===== src/dds_cfg.svh =====
`ifndef DDS_CFG_SVH
`define DDS_CFG_SVH

// datapath widths
`define ACC_W          24
`define FREQ_W         22
`define DEV_W          8
`define DEV_LSB        2
`define DAC_W          11
`define LUT_ADDR_W     6
`define QTR_ADDR_W     4

// serial control word layout
`define WORD_W         24
`define ADDR_HI        23
`define ADDR_LO        22
`define MM_BIT         16
`define DEV_HI         7
`define DEV_LO         0

// latch address codes in the top two word bits
`define ADDR_FREQ0     2'h0
`define ADDR_FREQ1     2'h1
`define ADDR_CTRL      2'h2
`define ADDR_OTHER     2'h3

// reset values
`define FREQ_RST       22'h000000
`define DEV_RST        8'h00
`define MM_RST         1'h1
`define ACC_RST        24'h000000
`define WORD_RST       24'h000000
`define DAC_MID        11'h400

`endif


===== src/dds_pkg.sv =====
package dds_pkg;

    typedef logic [23:0] word_type;
    typedef logic [21:0] freq_type;
    typedef logic [7:0]  dev_type;
    typedef logic [10:0] sample_type;

    typedef enum logic [1:0] {
        LATCH_FREQ0 = 2'b00,
        LATCH_FREQ1 = 2'b01,
        LATCH_CTRL  = 2'b10,
        LATCH_OTHER = 2'b11
    } latch_sel_type;

endpackage : dds_pkg


===== src/serial_word_loader.sv =====
`timescale 1ns/1ps
`default_nettype none
`include "dds_cfg.svh"

module serial_word_loader (
    input  wire logic              clk,
    input  wire logic              srst,
    input  wire logic              ce,
    input  wire logic              ser_clock,
    input  wire logic              ser_data,
    input  wire logic              ser_strobe,
    output var  dds_pkg::word_type word,
    output var  logic              load
);

    logic              clk_s1_r;
    logic              clk_s2_r;
    logic              clk_s3_r;
    logic              dat_s1_r;
    logic              dat_s2_r;
    logic              stb_s1_r;
    logic              stb_s2_r;
    logic              stb_s3_r;
    dds_pkg::word_type shift_r;
    dds_pkg::word_type word_r;
    logic              load_r;
    wire logic         clk_rise;
    wire logic         stb_rise;

    ////////////////////////////////////////////////////////////////////////
    // edges seen only behind the second synchroniser stage
    assign clk_rise = clk_s2_r & ~clk_s3_r;
    assign stb_rise = stb_s2_r & ~stb_s3_r;
    assign word     = word_r;
    assign load     = load_r;

    // two-flop synchronisers for the asynchronous serial pins
    always_ff @(posedge clk) begin
        if (srst) begin
            {clk_s1_r, clk_s2_r, clk_s3_r} <= 3'h0;
            {dat_s1_r, dat_s2_r}           <= 2'h0;
            {stb_s1_r, stb_s2_r, stb_s3_r} <= 3'h0;
        end else if (ce) begin
            {clk_s1_r, clk_s2_r, clk_s3_r} <= {ser_clock, clk_s1_r, clk_s2_r};
            {dat_s1_r, dat_s2_r}           <= {ser_data, dat_s1_r};
            {stb_s1_r, stb_s2_r, stb_s3_r} <= {ser_strobe, stb_s1_r, stb_s2_r};
        end
    end

    // msb first; older leading bits fall off the top
    always_ff @(posedge clk) begin
        if (srst) begin
            shift_r <= `WORD_RST;
        end else if (ce && clk_rise) begin
            shift_r <= {shift_r[`WORD_W-2:0], dat_s2_r};
        end
    end

    // strobe rise hands the last 24 bits over as a one-cycle load
    always_ff @(posedge clk) begin
        if (srst) begin
            word_r <= `WORD_RST;
            load_r <= 1'b0;
        end else if (ce) begin
            load_r <= stb_rise;
            if (stb_rise) begin
                word_r <= shift_r;
            end
        end
    end

    property p_strobe_load;
        @(posedge clk) disable iff (srst)
        (ce && stb_rise) |=> (load_r && word_r == $past(shift_r));
    endproperty
    a_strobe_load: assert property (p_strobe_load)
        else $error("strobe edge did not load the shifted word");

    property p_shift_keep;
        @(posedge clk) disable iff (srst)
        (ce && clk_rise) |=>
            (shift_r[`WORD_W-1:1] == $past(shift_r[`WORD_W-2:0]));
    endproperty
    a_shift_keep: assert property (p_shift_keep)
        else $error("shift register did not keep the low bits");

endmodule : serial_word_loader
`default_nettype wire


===== src/sine_lut.sv =====
`timescale 1ns/1ps
`default_nettype none
`include "dds_cfg.svh"

module sine_lut (
    input  wire logic                    clk,
    input  wire logic                    srst,
    input  wire logic                    ce,
    input  wire logic [`LUT_ADDR_W-1:0]  addr,
    output var  dds_pkg::sample_type     rd_data
);

    dds_pkg::sample_type rd_data_r;

    ////////////////////////////////////////////////////////////////////////
    // quarter-wave table folded by the two top phase bits
    function automatic dds_pkg::sample_type sine_of(
        input logic [`LUT_ADDR_W-1:0] a
    );
        logic [`QTR_ADDR_W-1:0] idx;
        logic [9:0]             mag;
        idx = a[4] ? ~a[3:0] : a[3:0];
        unique case (idx)
            4'h0: mag = 10'h032;
            4'h1: mag = 10'h096;
            4'h2: mag = 10'h0F9;
            4'h3: mag = 10'h159;
            4'h4: mag = 10'h1B5;
            4'h5: mag = 10'h20E;
            4'h6: mag = 10'h261;
            4'h7: mag = 10'h2AF;
            4'h8: mag = 10'h2F6;
            4'h9: mag = 10'h336;
            4'hA: mag = 10'h36D;
            4'hB: mag = 10'h39D;
            4'hC: mag = 10'h3C3;
            4'hD: mag = 10'h3E0;
            4'hE: mag = 10'h3F4;
            4'hF: mag = 10'h3FE;
        endcase
        sine_of = a[5] ? (`DAC_MID - {1'b0, mag}) : (`DAC_MID + {1'b0, mag});
    endfunction : sine_of

    assign rd_data = rd_data_r;

    // registered read of the sample for this phase
    always_ff @(posedge clk) begin
        if (srst) begin
            rd_data_r <= `DAC_MID;
        end else if (ce) begin
            rd_data_r <= sine_of(addr);
        end
    end

    property p_lut_read;
        @(posedge clk) disable iff (srst)
        (ce && !srst) |=> (rd_data_r == sine_of($past(addr)));
    endproperty
    a_lut_read: assert property (p_lut_read)
        else $error("sine sample does not match the addressed phase");

endmodule : sine_lut
`default_nettype wire


===== src/dds_frequency_synth_core.sv =====
`timescale 1ns/1ps
`default_nettype none
`include "dds_cfg.svh"

module dds_frequency_synth_core (
    input  wire logic                MCLK,
    input  wire logic                SRST,
    input  wire logic                CE,
    input  wire logic                SER_CLOCK,
    input  wire logic                SER_DATA,
    input  wire logic                SER_STROBE,
    input  wire logic                MODE,
    input  wire logic                TX_DATA,
    input  wire logic                STDBY,
    output var  dds_pkg::sample_type DAC_SAMPLE,
    output var  logic [`ACC_W-1:0]   PHASE
);

    ////////////////////////////////////////////////////////////////////////
    // declarations

    // pin synchronisers
    logic [2:0]              pin_s1_r;
    logic [2:0]              pin_s2_r;
    wire logic               mode_s;
    wire logic               txd_s;
    wire logic               stdby_s;

    // serial word hand-over
    dds_pkg::word_type       word;
    logic                    load;
    dds_pkg::latch_sel_type  latch_sel;
    wire logic               load_freq0;
    wire logic               load_freq1;
    wire logic               load_ctrl;

    // stored settings
    dds_pkg::freq_type       freq_zero_r;
    dds_pkg::freq_type       freq_one_r;
    dds_pkg::dev_type        shift_step_r;
    logic                    mod_sel_r;

    // step and phase
    dds_pkg::freq_type       freq_sel;
    logic [`ACC_W-1:0]       base_step;
    logic [`ACC_W-1:0]       dev_step;
    wire logic               fsk_on;
    logic [`ACC_W-1:0]       step;
    logic [`ACC_W-1:0]       acc_r;
    logic [`ACC_W-1:0]       acc_nxt;
    wire logic               run;

    // sample path
    dds_pkg::sample_type     lut_data;
    dds_pkg::sample_type     dac_r;

    ////////////////////////////////////////////////////////////////////////
    // functions

    // frequency setting placed in the step word, top two bits zero
    function automatic logic [`ACC_W-1:0] place_freq(
        input dds_pkg::freq_type f
    );
        place_freq = {2'h0, f};
    endfunction : place_freq

    // deviation placed with its two lowest positions at zero
    function automatic logic [`ACC_W-1:0] place_dev(
        input dds_pkg::dev_type d
    );
        place_dev = {14'h0000, d, 2'h0};
    endfunction : place_dev

    ////////////////////////////////////////////////////////////////////////
    // external pin synchronisers

    assign mode_s  = pin_s2_r[0];
    assign txd_s   = pin_s2_r[1];
    assign stdby_s = pin_s2_r[2];

    // mode, data and standby pass two flops before use
    always_ff @(posedge MCLK) begin
        if (SRST) begin
            pin_s1_r <= 3'h0;
            pin_s2_r <= 3'h0;
        end else if (CE) begin
            pin_s1_r <= {STDBY, TX_DATA, MODE};
            pin_s2_r <= pin_s1_r;
        end
    end

    ////////////////////////////////////////////////////////////////////////
    // serial control port

    // 3-wire shift register and strobe load, active in standby too
    serial_word_loader u_loader (
        .clk        (MCLK),
        .srst       (SRST),
        .ce         (CE),
        .ser_clock  (SER_CLOCK),
        .ser_data   (SER_DATA),
        .ser_strobe (SER_STROBE),
        .word       (word),
        .load       (load)
    );

    // address decode of the received word
    assign latch_sel  = dds_pkg::latch_sel_type'(word[`ADDR_HI:`ADDR_LO]);
    assign load_freq0 = load && (latch_sel == dds_pkg::LATCH_FREQ0);
    assign load_freq1 = load && (latch_sel == dds_pkg::LATCH_FREQ1);
    assign load_ctrl  = load && (latch_sel == dds_pkg::LATCH_CTRL);

    ////////////////////////////////////////////////////////////////////////
    // setting latches

    // static latches; standby does not touch them
    always_ff @(posedge MCLK) begin
        if (SRST) begin
            freq_zero_r <= `FREQ_RST;
            freq_one_r  <= `FREQ_RST;
        end else if (CE) begin
            if (load_freq0) begin
                freq_zero_r <= word[`FREQ_W-1:0];
            end
            if (load_freq1) begin
                freq_one_r <= word[`FREQ_W-1:0];
            end
        end
    end

    // control word carries modulation select and deviation
    always_ff @(posedge MCLK) begin
        if (SRST) begin
            mod_sel_r    <= `MM_RST;
            shift_step_r <= `DEV_RST;
        end else if (CE && load_ctrl) begin
            mod_sel_r    <= word[`MM_BIT];
            shift_step_r <= word[`DEV_HI:`DEV_LO];
        end
    end

    ////////////////////////////////////////////////////////////////////////
    // step selection

    // mode pin picks the active setting
    assign freq_sel  = mode_s ? freq_one_r : freq_zero_r;
    assign base_step = place_freq(freq_sel);

    // fsk only with select low and transmit data high
    assign fsk_on    = ~mod_sel_r & txd_s;
    assign dev_step  = fsk_on ? place_dev(shift_step_r) : `ACC_RST;
    assign step      = base_step + dev_step;

    ////////////////////////////////////////////////////////////////////////
    // phase accumulator

    // standby stops the ramp but keeps the phase
    assign run     = CE & ~stdby_s;
    assign acc_nxt = acc_r + step; // wraps at 2^24

    // reference-clock accumulator, never cleared by step changes
    always_ff @(posedge MCLK) begin
        if (SRST) begin
            acc_r <= `ACC_RST;
        end else if (run) begin
            acc_r <= acc_nxt;
        end
    end

    ////////////////////////////////////////////////////////////////////////
    // sine lookup and DAC sample

    // top phase bits address the table
    sine_lut u_lut (
        .clk     (MCLK),
        .srst    (SRST),
        .ce      (CE),
        .addr    (acc_r[`ACC_W-1:`ACC_W-`LUT_ADDR_W]),
        .rd_data (lut_data)
    );

    // output registers
    always_ff @(posedge MCLK) begin
        if (SRST) begin
            dac_r <= `DAC_MID;
        end else if (CE) begin
            dac_r <= lut_data;
        end
    end

    assign DAC_SAMPLE = dac_r;
    assign PHASE      = acc_r;

    ////////////////////////////////////////////////////////////////////////
    // checks

    property p_acc_step;
        @(posedge MCLK) disable iff (SRST)
        run |=> (acc_r == $past(acc_r) + $past(step));
    endproperty
    a_acc_step: assert property (p_acc_step)
        else $error("accumulator did not advance by the step");

    property p_acc_hold;
        @(posedge MCLK) disable iff (SRST)
        (!CE || stdby_s) |=> $stable(acc_r);
    endproperty
    a_acc_hold: assert property (p_acc_hold)
        else $error("accumulator moved while frozen");

    property p_top_bits_zero;
        @(posedge MCLK) disable iff (SRST)
        !fsk_on |-> (step[`ACC_W-1:`ACC_W-2] == 2'h0);
    endproperty
    a_top_bits_zero: assert property (p_top_bits_zero)
        else $error("step top bits not zero");

    property p_mode_sel;
        @(posedge MCLK) disable iff (SRST)
        !fsk_on |-> (step == (mode_s ? {2'h0, freq_one_r}
                                     : {2'h0, freq_zero_r}));
    endproperty
    a_mode_sel: assert property (p_mode_sel)
        else $error("step not taken from the selected setting");

    property p_fsk_dev;
        @(posedge MCLK) disable iff (SRST)
        (!mod_sel_r && txd_s) |->
            (step == base_step + {14'h0000, shift_step_r, 2'h0});
    endproperty
    a_fsk_dev: assert property (p_fsk_dev)
        else $error("fsk step is not setting plus four times deviation");

    property p_fsk_gate;
        @(posedge MCLK) disable iff (SRST)
        mod_sel_r |-> (step == base_step);
    endproperty
    a_fsk_gate: assert property (p_fsk_gate)
        else $error("deviation applied with modulation select high");

    property p_keep_settings;
        @(posedge MCLK) disable iff (SRST)
        (stdby_s && !load) |=>
            ($stable(freq_zero_r) && $stable(freq_one_r)
             && $stable(shift_step_r));
    endproperty
    a_keep_settings: assert property (p_keep_settings)
        else $error("settings changed in standby without a load");

    property p_mode_change;
        @(posedge MCLK) disable iff (SRST)
        (run && $changed(mode_s)) |=>
            (acc_r == $past(acc_r) + $past(step));
    endproperty
    a_mode_change: assert property (p_mode_change)
        else $error("mode change disturbed the phase");

    property p_dac_follow;
        @(posedge MCLK) disable iff (SRST)
        CE |=> (dac_r == $past(lut_data));
    endproperty
    a_dac_follow: assert property (p_dac_follow)
        else $error("DAC sample does not follow the table");

    property p_freq0_load;
        @(posedge MCLK) disable iff (SRST)
        (CE && load_freq0) |=>
            (freq_zero_r == $past(word[`FREQ_W-1:0]));
    endproperty
    a_freq0_load: assert property (p_freq0_load)
        else $error("setting zero not taken from the loaded word");

    property p_freq1_load;
        @(posedge MCLK) disable iff (SRST)
        (CE && load_freq1) |=>
            (freq_one_r == $past(word[`FREQ_W-1:0]));
    endproperty
    a_freq1_load: assert property (p_freq1_load)
        else $error("setting one not taken from the loaded word");

    property p_ctrl_load;
        @(posedge MCLK) disable iff (SRST)
        (CE && load_ctrl) |=>
            (mod_sel_r == $past(word[`MM_BIT])
             && shift_step_r == $past(word[`DEV_HI:`DEV_LO]));
    endproperty
    a_ctrl_load: assert property (p_ctrl_load)
        else $error("control word not taken into select and deviation");

    // a word for the unused latch must leave every setting alone
    property p_other_refused;
        @(posedge MCLK) disable iff (SRST)
        (load && latch_sel == dds_pkg::LATCH_OTHER) |=>
            ($stable(freq_zero_r) && $stable(freq_one_r)
             && $stable(shift_step_r) && $stable(mod_sel_r));
    endproperty
    a_other_refused: assert property (p_other_refused)
        else $error("word for an unused latch changed a setting");

endmodule : dds_frequency_synth_core
`default_nettype wire


===== config.mk =====
export PLATFORM = sky130hd
export DESIGN_NAME = dds_frequency_synth_core
export DESIGN_NICKNAME = d
export VERILOG_FILES = /design/src/dds_pkg.sv /design/src/serial_word_loader.sv /design/src/sine_lut.sv /design/src/dds_frequency_synth_core.sv
export VERILOG_INCLUDE_DIRS = /design/src /design/src/src
export SDC_FILE = /design/constraint.sdc
export NUM_CORES = 1
export LEC_CHECK = 0
export ABC_AREA = 0
export BUFFER_PORTS_ARGS = -buffer_cell sky130_fd_sc_hd__buf_2
export CELL_PAD_IN_SITES_DETAIL_PLACEMENT = 1
export CELL_PAD_IN_SITES_GLOBAL_PLACEMENT = 1
export CORE_ASPECT_RATIO = 0.7
export CORE_UTILIZATION = 43
export DETAILED_ROUTE_END_ITERATION = 7
export GPL_ROUTABILITY_DRIVEN = 0
export PLACE_DENSITY_LB_ADDON = 0.3
export REMOVE_ABC_BUFFERS = 1
export SLEW_MARGIN = 20
export SYNTH_ARGS = -nofsm -noshare
export SYNTH_HDL_FRONTEND = slang
export SYNTH_HIERARCHICAL = 1
export SYNTH_SLANG_ARGS = --single-unit

===== constraint.sdc =====
create_clock -name MCLK -period 3.2 [get_ports MCLK]
set_input_delay 0.16 -clock MCLK [delete_from_list [all_inputs] [get_ports MCLK]]
set_output_delay 0.16 -clock MCLK [all_outputs]
set_load 0.01 [all_outputs]

; ---- After elaboration in Yosys (flattened, before gate mapping)
; Memories as Yosys holds them, arrays and structs flattened.
; Cells that the tools add are included.
[totals]
reg_bits = 162
latch_bits = 0
mem_bits_rw = 0
romBits = 160
inputBits = 9
out_inout_bits = 35
wordCells = 51
n_memories = 1
[op_classes]
n_addsub = 4
n_mul = 0
n_div = 0
order_cmp = 0
n_eq_ne = 2
shift = 0
n_mux = 6
n_bitwise = 9
n_reduce_logical = 9
[memory_table]
columns = name, words, width, rd, rd_clocked_by_memory_dff, wr, line
row1 = (name not given), 16, 10, 1, 0, 0, sine_lut.sv:23  ; unique case (idx)
[op_table]
columns = cell, n
row1 = 10-bit two-way mux, 3
row2 = 24-bit by 23-bit adder with 24-bit output, 1
row3 = 22-bit by 10-bit adder with 23-bit output, 1
row4 = 22-bit two-way mux, 1
row5 = 11-bit by 10-bit adder with 11-bit output (first input constant), 1
row6 = 11-bit two-way mux, 1
row7 = 11-bit by 10-bit subtractor with 11-bit output (first input constant), 1
row8 = 2-bit AND reduction, 3
row9 = 1-bit logical AND, 5
row10 = 1-bit bitwise AND, 4
row11 = 4-bit two-way mux, 1
row12 = 1-bit inverter, 4
row13 = 4-bit inverter, 1
row14 = 2-bit by 1-bit equality test with 1-bit output (second input constant), 1
row15 = 2-bit equality test (second input constant), 1
row16 = 2-bit logical NOT, 1

; ---- Logic depth before layout (Yosys ltp)
; Gate-level depths: netlist of run 1.
; An unclocked memory read counts as a cell.
[logic_depth]
depth_word = 7
depth_mapped = 14
mapped_depth_nobuf = 11

; ---- By module
; The synthesis of run 1 kept the hierarchy.
[by_module_without_submodules]
columns = mod, instances, cells_per_inst, area_each_um2, seq_area_each_um2
row1 = dds_frequency_synth_core, 1, 613, 5127.4, 1881.8
row2 = serial_word_loader, 1, 189, 2193.4, 1141.1
row3 = sine_lut, 1, 172, 1386.3, 220.2

; ---- Worst setup path before layout of run 1
; OpenSTA, ideal clock, no wires.
[synth_path]
kind = reg-to-reg
from = reg pin_s2_r[0]
to = reg acc_r[23], in the netlist PHASE[23]
setup_ns = 0.128
arrival_time_ns = 3.168
required_ns = 3.072
slack_ns = -0.096
stages_incl_launch_ff = 12
n_path_buf = 1
synth_period_minus_slack_ns = 3.296
cell_sequence = dfxtp_1 > clkbuf_1 > mux2_2 > ha_1 > ha_1 > fa_1 > a21o_1 > a221oi_2 > o211ai_1 > a31oi_1 > xor2_1 > nor2_1
[synth_between]
elab_chain_cells = 3
[synth_lines]
columns = element, line
row1 = "start, declared", dds_frequency_synth_core.sv:24  ; logic [2:0] pin_s2_r;
row2 = "start signal, assigned", dds_frequency_synth_core.sv:88  ; pin_s2_r <= pin_s1_r;
row3 = 22-bit two-way mux, dds_frequency_synth_core.sv:146  ; assign freq_sel = mode_s ? freq_one_r : freq_zero_r;
row4 = 22-bit by 10-bit adder with 23-bit output, dds_frequency_synth_core.sv:152  ; assign step = base_step + dev_step;
row5 = 24-bit by 23-bit adder with 24-bit output, dds_frequency_synth_core.sv:159  ; assign acc_nxt = acc_r + step;
row6 = "end signal, assigned", dds_frequency_synth_core.sv:164  ; acc_r <= `ACC_RST;
row7 = "end signal, assigned", dds_frequency_synth_core.sv:166  ; acc_r <= acc_nxt;
row8 = "end, declared", dds_frequency_synth_core.sv:49  ; logic [`ACC_W-1:0] acc_r;
; No other way between the ends.
; A chain may end at the register's enable or synchronous reset.

; ---- Worst setup path in the final report of run 1
[layout_path]
from = reg pin_s2_r[0]
to = reg acc_r[21], in the netlist PHASE[21]
; The elaborated chain is that of the path after synthesis.

==> metrics.yaml, run 1 <==
drt:
  antenna_violating_nets_remaining: 0
  drt_pre_antenna_iters: 5
  routed_wl_um: 24310
  dr_total_vias: 7260
  drtIter0Drc: 641
  avgViaCountPerCell: 5.534
  drcViolationCount: 0
  wirelength_per_cell_um: 18.53
place:
  placed_cells_incl_taps: 1269
  io_buffer_count: 43
  dpl.hpwl_um: 16740
setup_path:
  max_fo_critical_path: 7
  critical_path_arrival_ns: 3.51
  start_kind: "flop"
  timing.critical_path.to_type: "flop"
  critPathBufInv: 2
  critical_path.cell_chain: "clkbuf_16, mux2_2, fa_1, ha_1, and3_1, a221oi_2, buf_4, nor3_2, o21ai_1, a21o_1, a32o_1"
  cp_top_family: "adder cells"
  critical-path-slowest-cell: "sky130_fd_sc_hd__fa_1"
  setup.worst_path.class: "reg2reg"
  critical_path.max_stage_delay_ns: 0.46
  timing.critical_path.required_ns: 3.51
clocking:
  clk-insertion-delay-late_ns: 0.42
  cts_tree: "done"
  clkSinkCount: 162
  tritoncts.num_buffers: 17
  clockBufferDepth: 2
  htreeDepth: 4
  clockRootBuffer: "sky130_fd_sc_hd__clkbuf_16"
  cts.clk_slew.worst_paths_ns: 0.07
die:
  die_h_um: 121.1
  floorplan.die.width_um: 172.1
  std_cell_rows: 43
  floorplan.initialDensity_pct: 43.98
  boundaryPins: 44
  die-area_um2: 20830
  floorplan.core_area_um2: 19800
final_layout:
  final_cell_count_no_fill: 1312
  syn2layout_area_growth_pct: 15.84
  post_layout_nets: 1093
  diodes: 0
  fillCellCount: 2315
  layout-drive-gt1-share_pct: 17.56
global_route:
  grt_remaining_overflow: 0
  grt_max_degree: 106
  grt_antenna_before_repair: 0
  global_route_total_usage_across_every_layer_pct: 23.66
  wire_length_of_the_first_global_routing_pass_um: 38330
  vias_in_the_first_global_route: 7390
min_path:
  worst_hold_path_type: "in2reg"
timing:
  timing_worst_slew_pin_value_ns: 0.9460
  final-hold-violation-count: 0
  timing.final.setup_violations: 0
  period_minus_slack_ns: 3.200
  number_of_pins_with_negative_max_slew_slack_in_the_final_report: 0
  timing.final.crit_share_pct: 99.99
  max_slew_margin_pct: 36.78
  upper_clock_frequency_limit_mhz: 312.5
  whs_ns: 0.02467
  setup_skew_after_layout_ns: 0.009154
synth:
  yosysUniqueCellTypes: 83
  netlist_area_um2: 8707
  netlist.area_leader.share_pct: 37.25
  synth_cells: 974
  ys_warn_count: 6
  synthFlopType: "sky130_fd_sc_hd__dfxtp_1"
  synth_top_area_cell: "sky130_fd_sc_hd__dfxtp_1"
  synth_seq_cells: 162
  synth-async-reset-ratio_pct: 0
  synth.area.top_cells: "sky130_fd_sc_hd__dfxtp_1 37%, sky130_fd_sc_hd__mux2i_1 9.4%, sky130_fd_sc_hd__nand2_1 7.2%, sky130_fd_sc_hd__ha_1 6.5%, sky130_fd_sc_hd__a21oi_1 5.4%"
  synth_edf_count: 0
  ys_seq_area_share_pct: 37.25
  syn_avg_cell_area_um2: 8.940
job:
  drv_cap: 0
power:
  report.power.total_mw: 4.209
  power_density_nw_per_um2: 417.4
  max_vdd_drop_v: 0.0003012
  p_leak_nw: 4.125
run_status:
  outcome: "finished, final reports clean"
sequential cells by signal (all words and copies together) (netlist names), 3 cells and up:
name / cells
PHASE: 24
u_loader/word: 24
pin_s2_r: 3
shift_step_r: 8
freq_one_r: 22
u_loader/shift_r: 24
freq_zero_r: 22
u_lut/rd_data: 11
DAC_SAMPLE: 11
pin_s1_r: 3
through the flow:
step	setup slack, ns	instance area [µm²]	utilization, %	setup TNS (ns)
final	0.0004323	10090	50.94	0
after CTS	0.0008511	9896	49.98	0
after detailed placement	0.01094	9261	46.78	0
after global routing	-0.06732	10090	50.94	-0.3734
after global placement	0.05315	9261	46.78	0
after floorplan	-0.1722	8368	-	-1.002
layout make-up:
type / instances / area (µm²) / share of cell area (%)
multi-input combinational: 733 / 5189 / 51.45
clock inverter: 12 / 121.4 / 1.203
tap: 270 / 337.8 / 3.349
timing repair buffer: 96 / 673.1 / 6.674
sequential: 162 / 3247 / 32.19
inverter: 20 / 75.07 / 0.7443
clock buffer: 19 / 442.9 / 4.392
synthesized netlist by cell type, drive strengths merged (9+ instances only):
| library cell | number |
|---|---|
| mux2i | 82 |
| xnor2 | 13 |
| o21ai | 23 |
| inv | 20 |
| nand2b | 54 |
| mux2 | 21 |
| ha | 45 |
| dfxtp | 162 |
| nor3 | 14 |
| nand3 | 17 |
| clkbuf | 30 |
| buf | 29 |
| a21oi | 95 |
| nand2 | 169 |
| nor2 | 50 |
| fa | 9 |
| and2 | 10 |
layer usage:
| metal | vias to the layer above | track usage, % | wire, µm |
|---|---|---|---|
| met5 | - | 0 | 0 |
| met4 | 0 | 4.480 | 178 |
| li1 | 3517 | - | - |
| met3 | 15 | 4.697 | 955 |
| met2 | 139 | 35.48 | 10400 |
| met1 | 3589 | 34.95 | 12780 |
final timing paths:
path                               from                    endpoint  slack (ns)  cells past startpoint
max            pin_s2_r[0]$_SDFFE_PP0P_      PHASE[21]$_SDFFE_PP0P_      0.0004                     11
min                                SRST      PHASE[23]$_SDFFE_PP0P_        0.02                      2
max reg2reg    pin_s2_r[0]$_SDFFE_PP0P_      PHASE[21]$_SDFFE_PP0P_      0.0004                     11
min reg2reg  freq_one_r[5]$_SDFFE_PP0P_  freq_one_r[5]$_SDFFE_PP0P_        0.46                      2
timing repair:
action	in CTS	in global routing
pin swaps	0	8
hold buffers	6	0
setup endpoints to repair	2	12
gates resized for setup	1	22
endpoints found under the hold margin	6	0
gates cloned	0	1
setup buffers	1	4
cells in the final DEF (no fill, tap or decap), drive strengths merged, types with 4 or more instances in the layout:
cell type | synthesis | layout
nand2 | 169 | 169
dfxtp | 162 | 162
a21oi | 95 | 95
buf | 29 | 89
mux2i | 82 | 82
nand2b | 54 | 54
nor2 | 50 | 50
ha | 45 | 45
inv | 20 | 26
o21ai | 23 | 23
mux2 | 21 | 21
clkbuf | 30 | 20
nand3 | 17 | 17
nor3 | 14 | 14
xnor2 | 13 | 13
and2 | 10 | 10
fa | 9 | 9
xor2 | 8 | 8
a21o | 8 | 8
nand4 | 7 | 7
o211ai | 7 | 7
a211oi | 7 | 7
dlygate4sd3 | 0 | 6
nor2b | 6 | 6
nand3b | 5 | 5
or3 | 4 | 4
a311o | 4 | 4
a32oi | 4 | 4
a31oi | 4 | 4
cell families (layout without fill, tap and decap cells):
logic type,Yosys count,count (layout),share of synthesized area [%]
AO/OA/AOI/OAI,193,193,14.83
XOR/XNOR,21,21,2.112
adder cells (fa/ha/maj),54,54,8.536
buffers and inverters,79,147,4.757
flip-flops,162,162,37.25
multiplexers,103,103,12.14
AND/OR/NAND/NOR,362,362,20.38
power by group:
group          switching, mW  internal [mW]  total (mW)
Combinational          0.106         0.0671       0.173
Sequential            0.0117           2.03        2.04
Clock                  0.887           1.11        1.99
Total                   1.00           3.21        4.21
Note: power is estimated with default switching activity, not from simulation.
==> run 2: changes to the inputs <==
Settings changed: REMOVE_ABC_BUFFERS 1 to unset.
==> run 2 against run 1 <==
  * Sequential power hardly changed
  * Sequential cell count stayed put
  * Wire length is 0.85% lower
  * Clock skew is 0.0025 ns higher
  * Global-route usage is 0.40 points higher
  * Final area is 1.0% lower
  * First-iteration DRC count is 21% lower
  * Via count is 0.76% lower
  * Die area stayed put
  * Final cell count is 0.84% lower
  * Setup slack better by 0.095 ns
==> metrics.yaml, run 2 (synthesis gave the netlist of run 1 again) <==
setup_path:
  timing.critical_path.required_ns: 3.51  # about the same
  critical_path_arrival_ns: 3.42  # -0.09 ns
  critical_path.cell_chain: "buf_12, mux2_2, fa_1, ha_2, nand2_2, a211o_1, o221a_4, nor4_4, mux2i_1, or2_1"
  cp_top_family: "adder cells"
  timing.critical_path.to_type: "flop"
  critical-path-slowest-cell: "sky130_fd_sc_hd__fa_1"
  critical_path.max_stage_delay_ns: 0.48  # +0.02 ns
  timing.reg2reg.setup_slack_ns: 0.1  # +0.10 ns
  setup.worst_path.class: "reg2reg"
  start_kind: "flop"
  max_fo_critical_path: 9  # +2
  critPathBufInv: 1  # -1
drt:
  wirelength_per_cell_um: 18.53  # about the same
  avgViaCountPerCell: 5.538  # about the same
  antenna_violating_nets_remaining: 0  # unchanged
  drt_pre_antenna_iters: 5  # unchanged
  routed_wl_um: 24110  # -0.85%
  drcViolationCount: 0  # unchanged
  drtIter0Drc: 505  # -21%
  dr_total_vias: 7205  # -0.76%
place:
  io_buffer_count: 43  # unchanged
  placed_cells_incl_taps: 1262  # -0.55%
  dpl.hpwl_um: 16820  # +0.47%
  place_area_um2: 9209  # -0.57%
  worst_setup_timing_slack_at_the_placement_stage_ns: -0.02749  # -0.03843 ns
final_layout:
  layout-drive-gt1-share_pct: 16.49  # -1.1 points
  syn2layout_area_growth_pct: 14.66
  most-common-layout-cells: "168 x sky130_fd_sc_hd__nand2_1, 161 x sky130_fd_sc_hd__dfxtp_1, 92 x sky130_fd_sc_hd__a21oi_1"
  layout_commonest_cell: "sky130_fd_sc_hd__nand2_1"
  register_area_um2: 3244  # about the same
  multi_input_comb_area_um2: 5149  # -0.77%
  diodes: 0  # unchanged
  post_layout_nets: 1081  # -1.1%
  fillCellCount: 2330  # +0.65%
  final_cell_count_no_fill: 1301  # -0.84%
  fin_util_pct: 50.42  # -0.52 points
  post-route-cell-area_um2: 9983  # -1.0%
die:
  die-area_um2: 20830  # unchanged
  die_h_um: 121.1  # unchanged
  floorplan.core_area_um2: 19800  # unchanged
  floorplan.die.width_um: 172.1  # unchanged
  floorplan.initialDensity_pct: 43.98  # unchanged
  std_cell_rows: 43  # unchanged
  boundaryPins: 44  # unchanged
timing:
  upper_clock_frequency_limit_mhz: 322.1  # +3.1%
  timing.final.crit_share_pct: 97.01  # -3.0 points
  final-hold-violation-count: 0  # unchanged
  max_slew_margin_pct: 41.55  # +4.8 points
  timing_worst_slew_pin_value_ns: 0.8768  # -0.06920 ns
  number_of_pins_with_negative_max_slew_slack_in_the_final_report: 0  # unchanged
  period_minus_slack_ns: 3.104  # -0.09537 ns
  totalNegativeSetupSlack_ns: 0  # unchanged
  worst_slack_ns: 0.09580  # +0.09537 ns
  setup_skew_after_layout_ns: 0.01170  # +0.002545 ns
  timing.final.setup_violations: 0  # unchanged
  whs_ns: 0.03411  # +0.009435 ns
power:
  report.power.total_mw: 4.309  # +2.4%
  p_leak_nw: 4.073  # -1.3%
  power_density_nw_per_um2: 431.6  # +3.4%
  max_vdd_drop_v: 0.0003749  # +24%
global_route:
  grt_antenna_before_repair: 0  # unchanged
  wire_length_of_the_first_global_routing_pass_um: 38830  # +1.3%
  vias_in_the_first_global_route: 7242  # -2.0%
  grt_max_degree: 83  # -22%
  grt_remaining_overflow: 0  # unchanged
  global_route_total_usage_across_every_layer_pct: 24.06  # +0.40 points
job:
  drv_cap: 0  # unchanged
clocking:
  htreeDepth: 4  # unchanged
  tritoncts.num_buffers: 17  # unchanged
  cts.clk_slew.worst_paths_ns: 0.07  # about the same
  cts_tree: "done"
  clockRootBuffer: "sky130_fd_sc_hd__clkbuf_16"
  clkSinkCount: 162  # unchanged
  clk-insertion-delay-late_ns: 0.43  # about the same
  clockBufferDepth: 2  # unchanged
synth:
  synthesis.nets: 1037
min_path:
  worst_hold_path_type: "in2reg"
run_status:
  outcome: "finished, final reports clean"
[run 2: cell count changes in the layout (fill, tap and decap cells not counted), sizes merged]
cell         change
buf             -10
inv              +3
clkbuf           -2
clkinvlp         -1
dlygate4sd3      -1
[run 2: cell type report]
cell class	instances	share of cell area (%)
multi-input cells	733	51.57
flip-flops and latches	162	32.50
repair buffers	84	5.765
clock buffers	18	4.399
well taps	270	3.384
clock inverters	14	1.629
inverters	20	0.7520
[run 2: layer usage]
| layer | share of wire [%] | vias to the layer above | global-route usage, % |
|---|---|---|---|
| li1 | - | 3501 | - |
| met1 | 49 | 3547 | 32.77 |
| met2 | 47 | 128 | 39.11 |
| met3 | 2.9 | 29 | 3.718 |
| met4 | 1.5 | 0 | 7.190 |
| met5 | 0 | - | 0 |
[run 2: timing repair]
| action | in CTS | in global routing |
|---|---|---|
| setup buffers | 0 | 2 |
| pin swaps | 2 | 3 |
| resized for setup | 3 | 17 |
| endpoints found under the setup margin | 4 | 8 |
| hold endpoints to repair | 5 | 0 |
| gates cloned | 0 | 0 |
| hold buffers | 5 | 0 |
[run 2: worst min-delay path, stage by stage]
cell and delay [ns]:
sky130_fd_sc_hd__buf_2 0.10, sky130_fd_sc_hd__mux2i_1 0.07, sky130_fd_sc_hd__nor2_1 0.09
[run 2: power by group]
part,internal (mW),switching (mW)
clock network,1.14,0.959
logic,0.0640,0.104
registers,2.03,0.0119
[run 2: worst paths after layout]
check                           depth (start not counted)                         from                     endpoint
worst min-delay path                                    3                         MODE     pin_s1_r[0]$_SDFFE_PP0P_
worst max register to register                         10     pin_s2_r[0]$_SDFFE_PP0P_       PHASE[20]$_SDFFE_PP0P_
worst max-delay path                                   10     pin_s2_r[0]$_SDFFE_PP0P_       PHASE[20]$_SDFFE_PP0P_
worst min register to register                          2  freq_zero_r[4]$_SDFFE_PP0P_  freq_zero_r[4]$_SDFFE_PP0P_
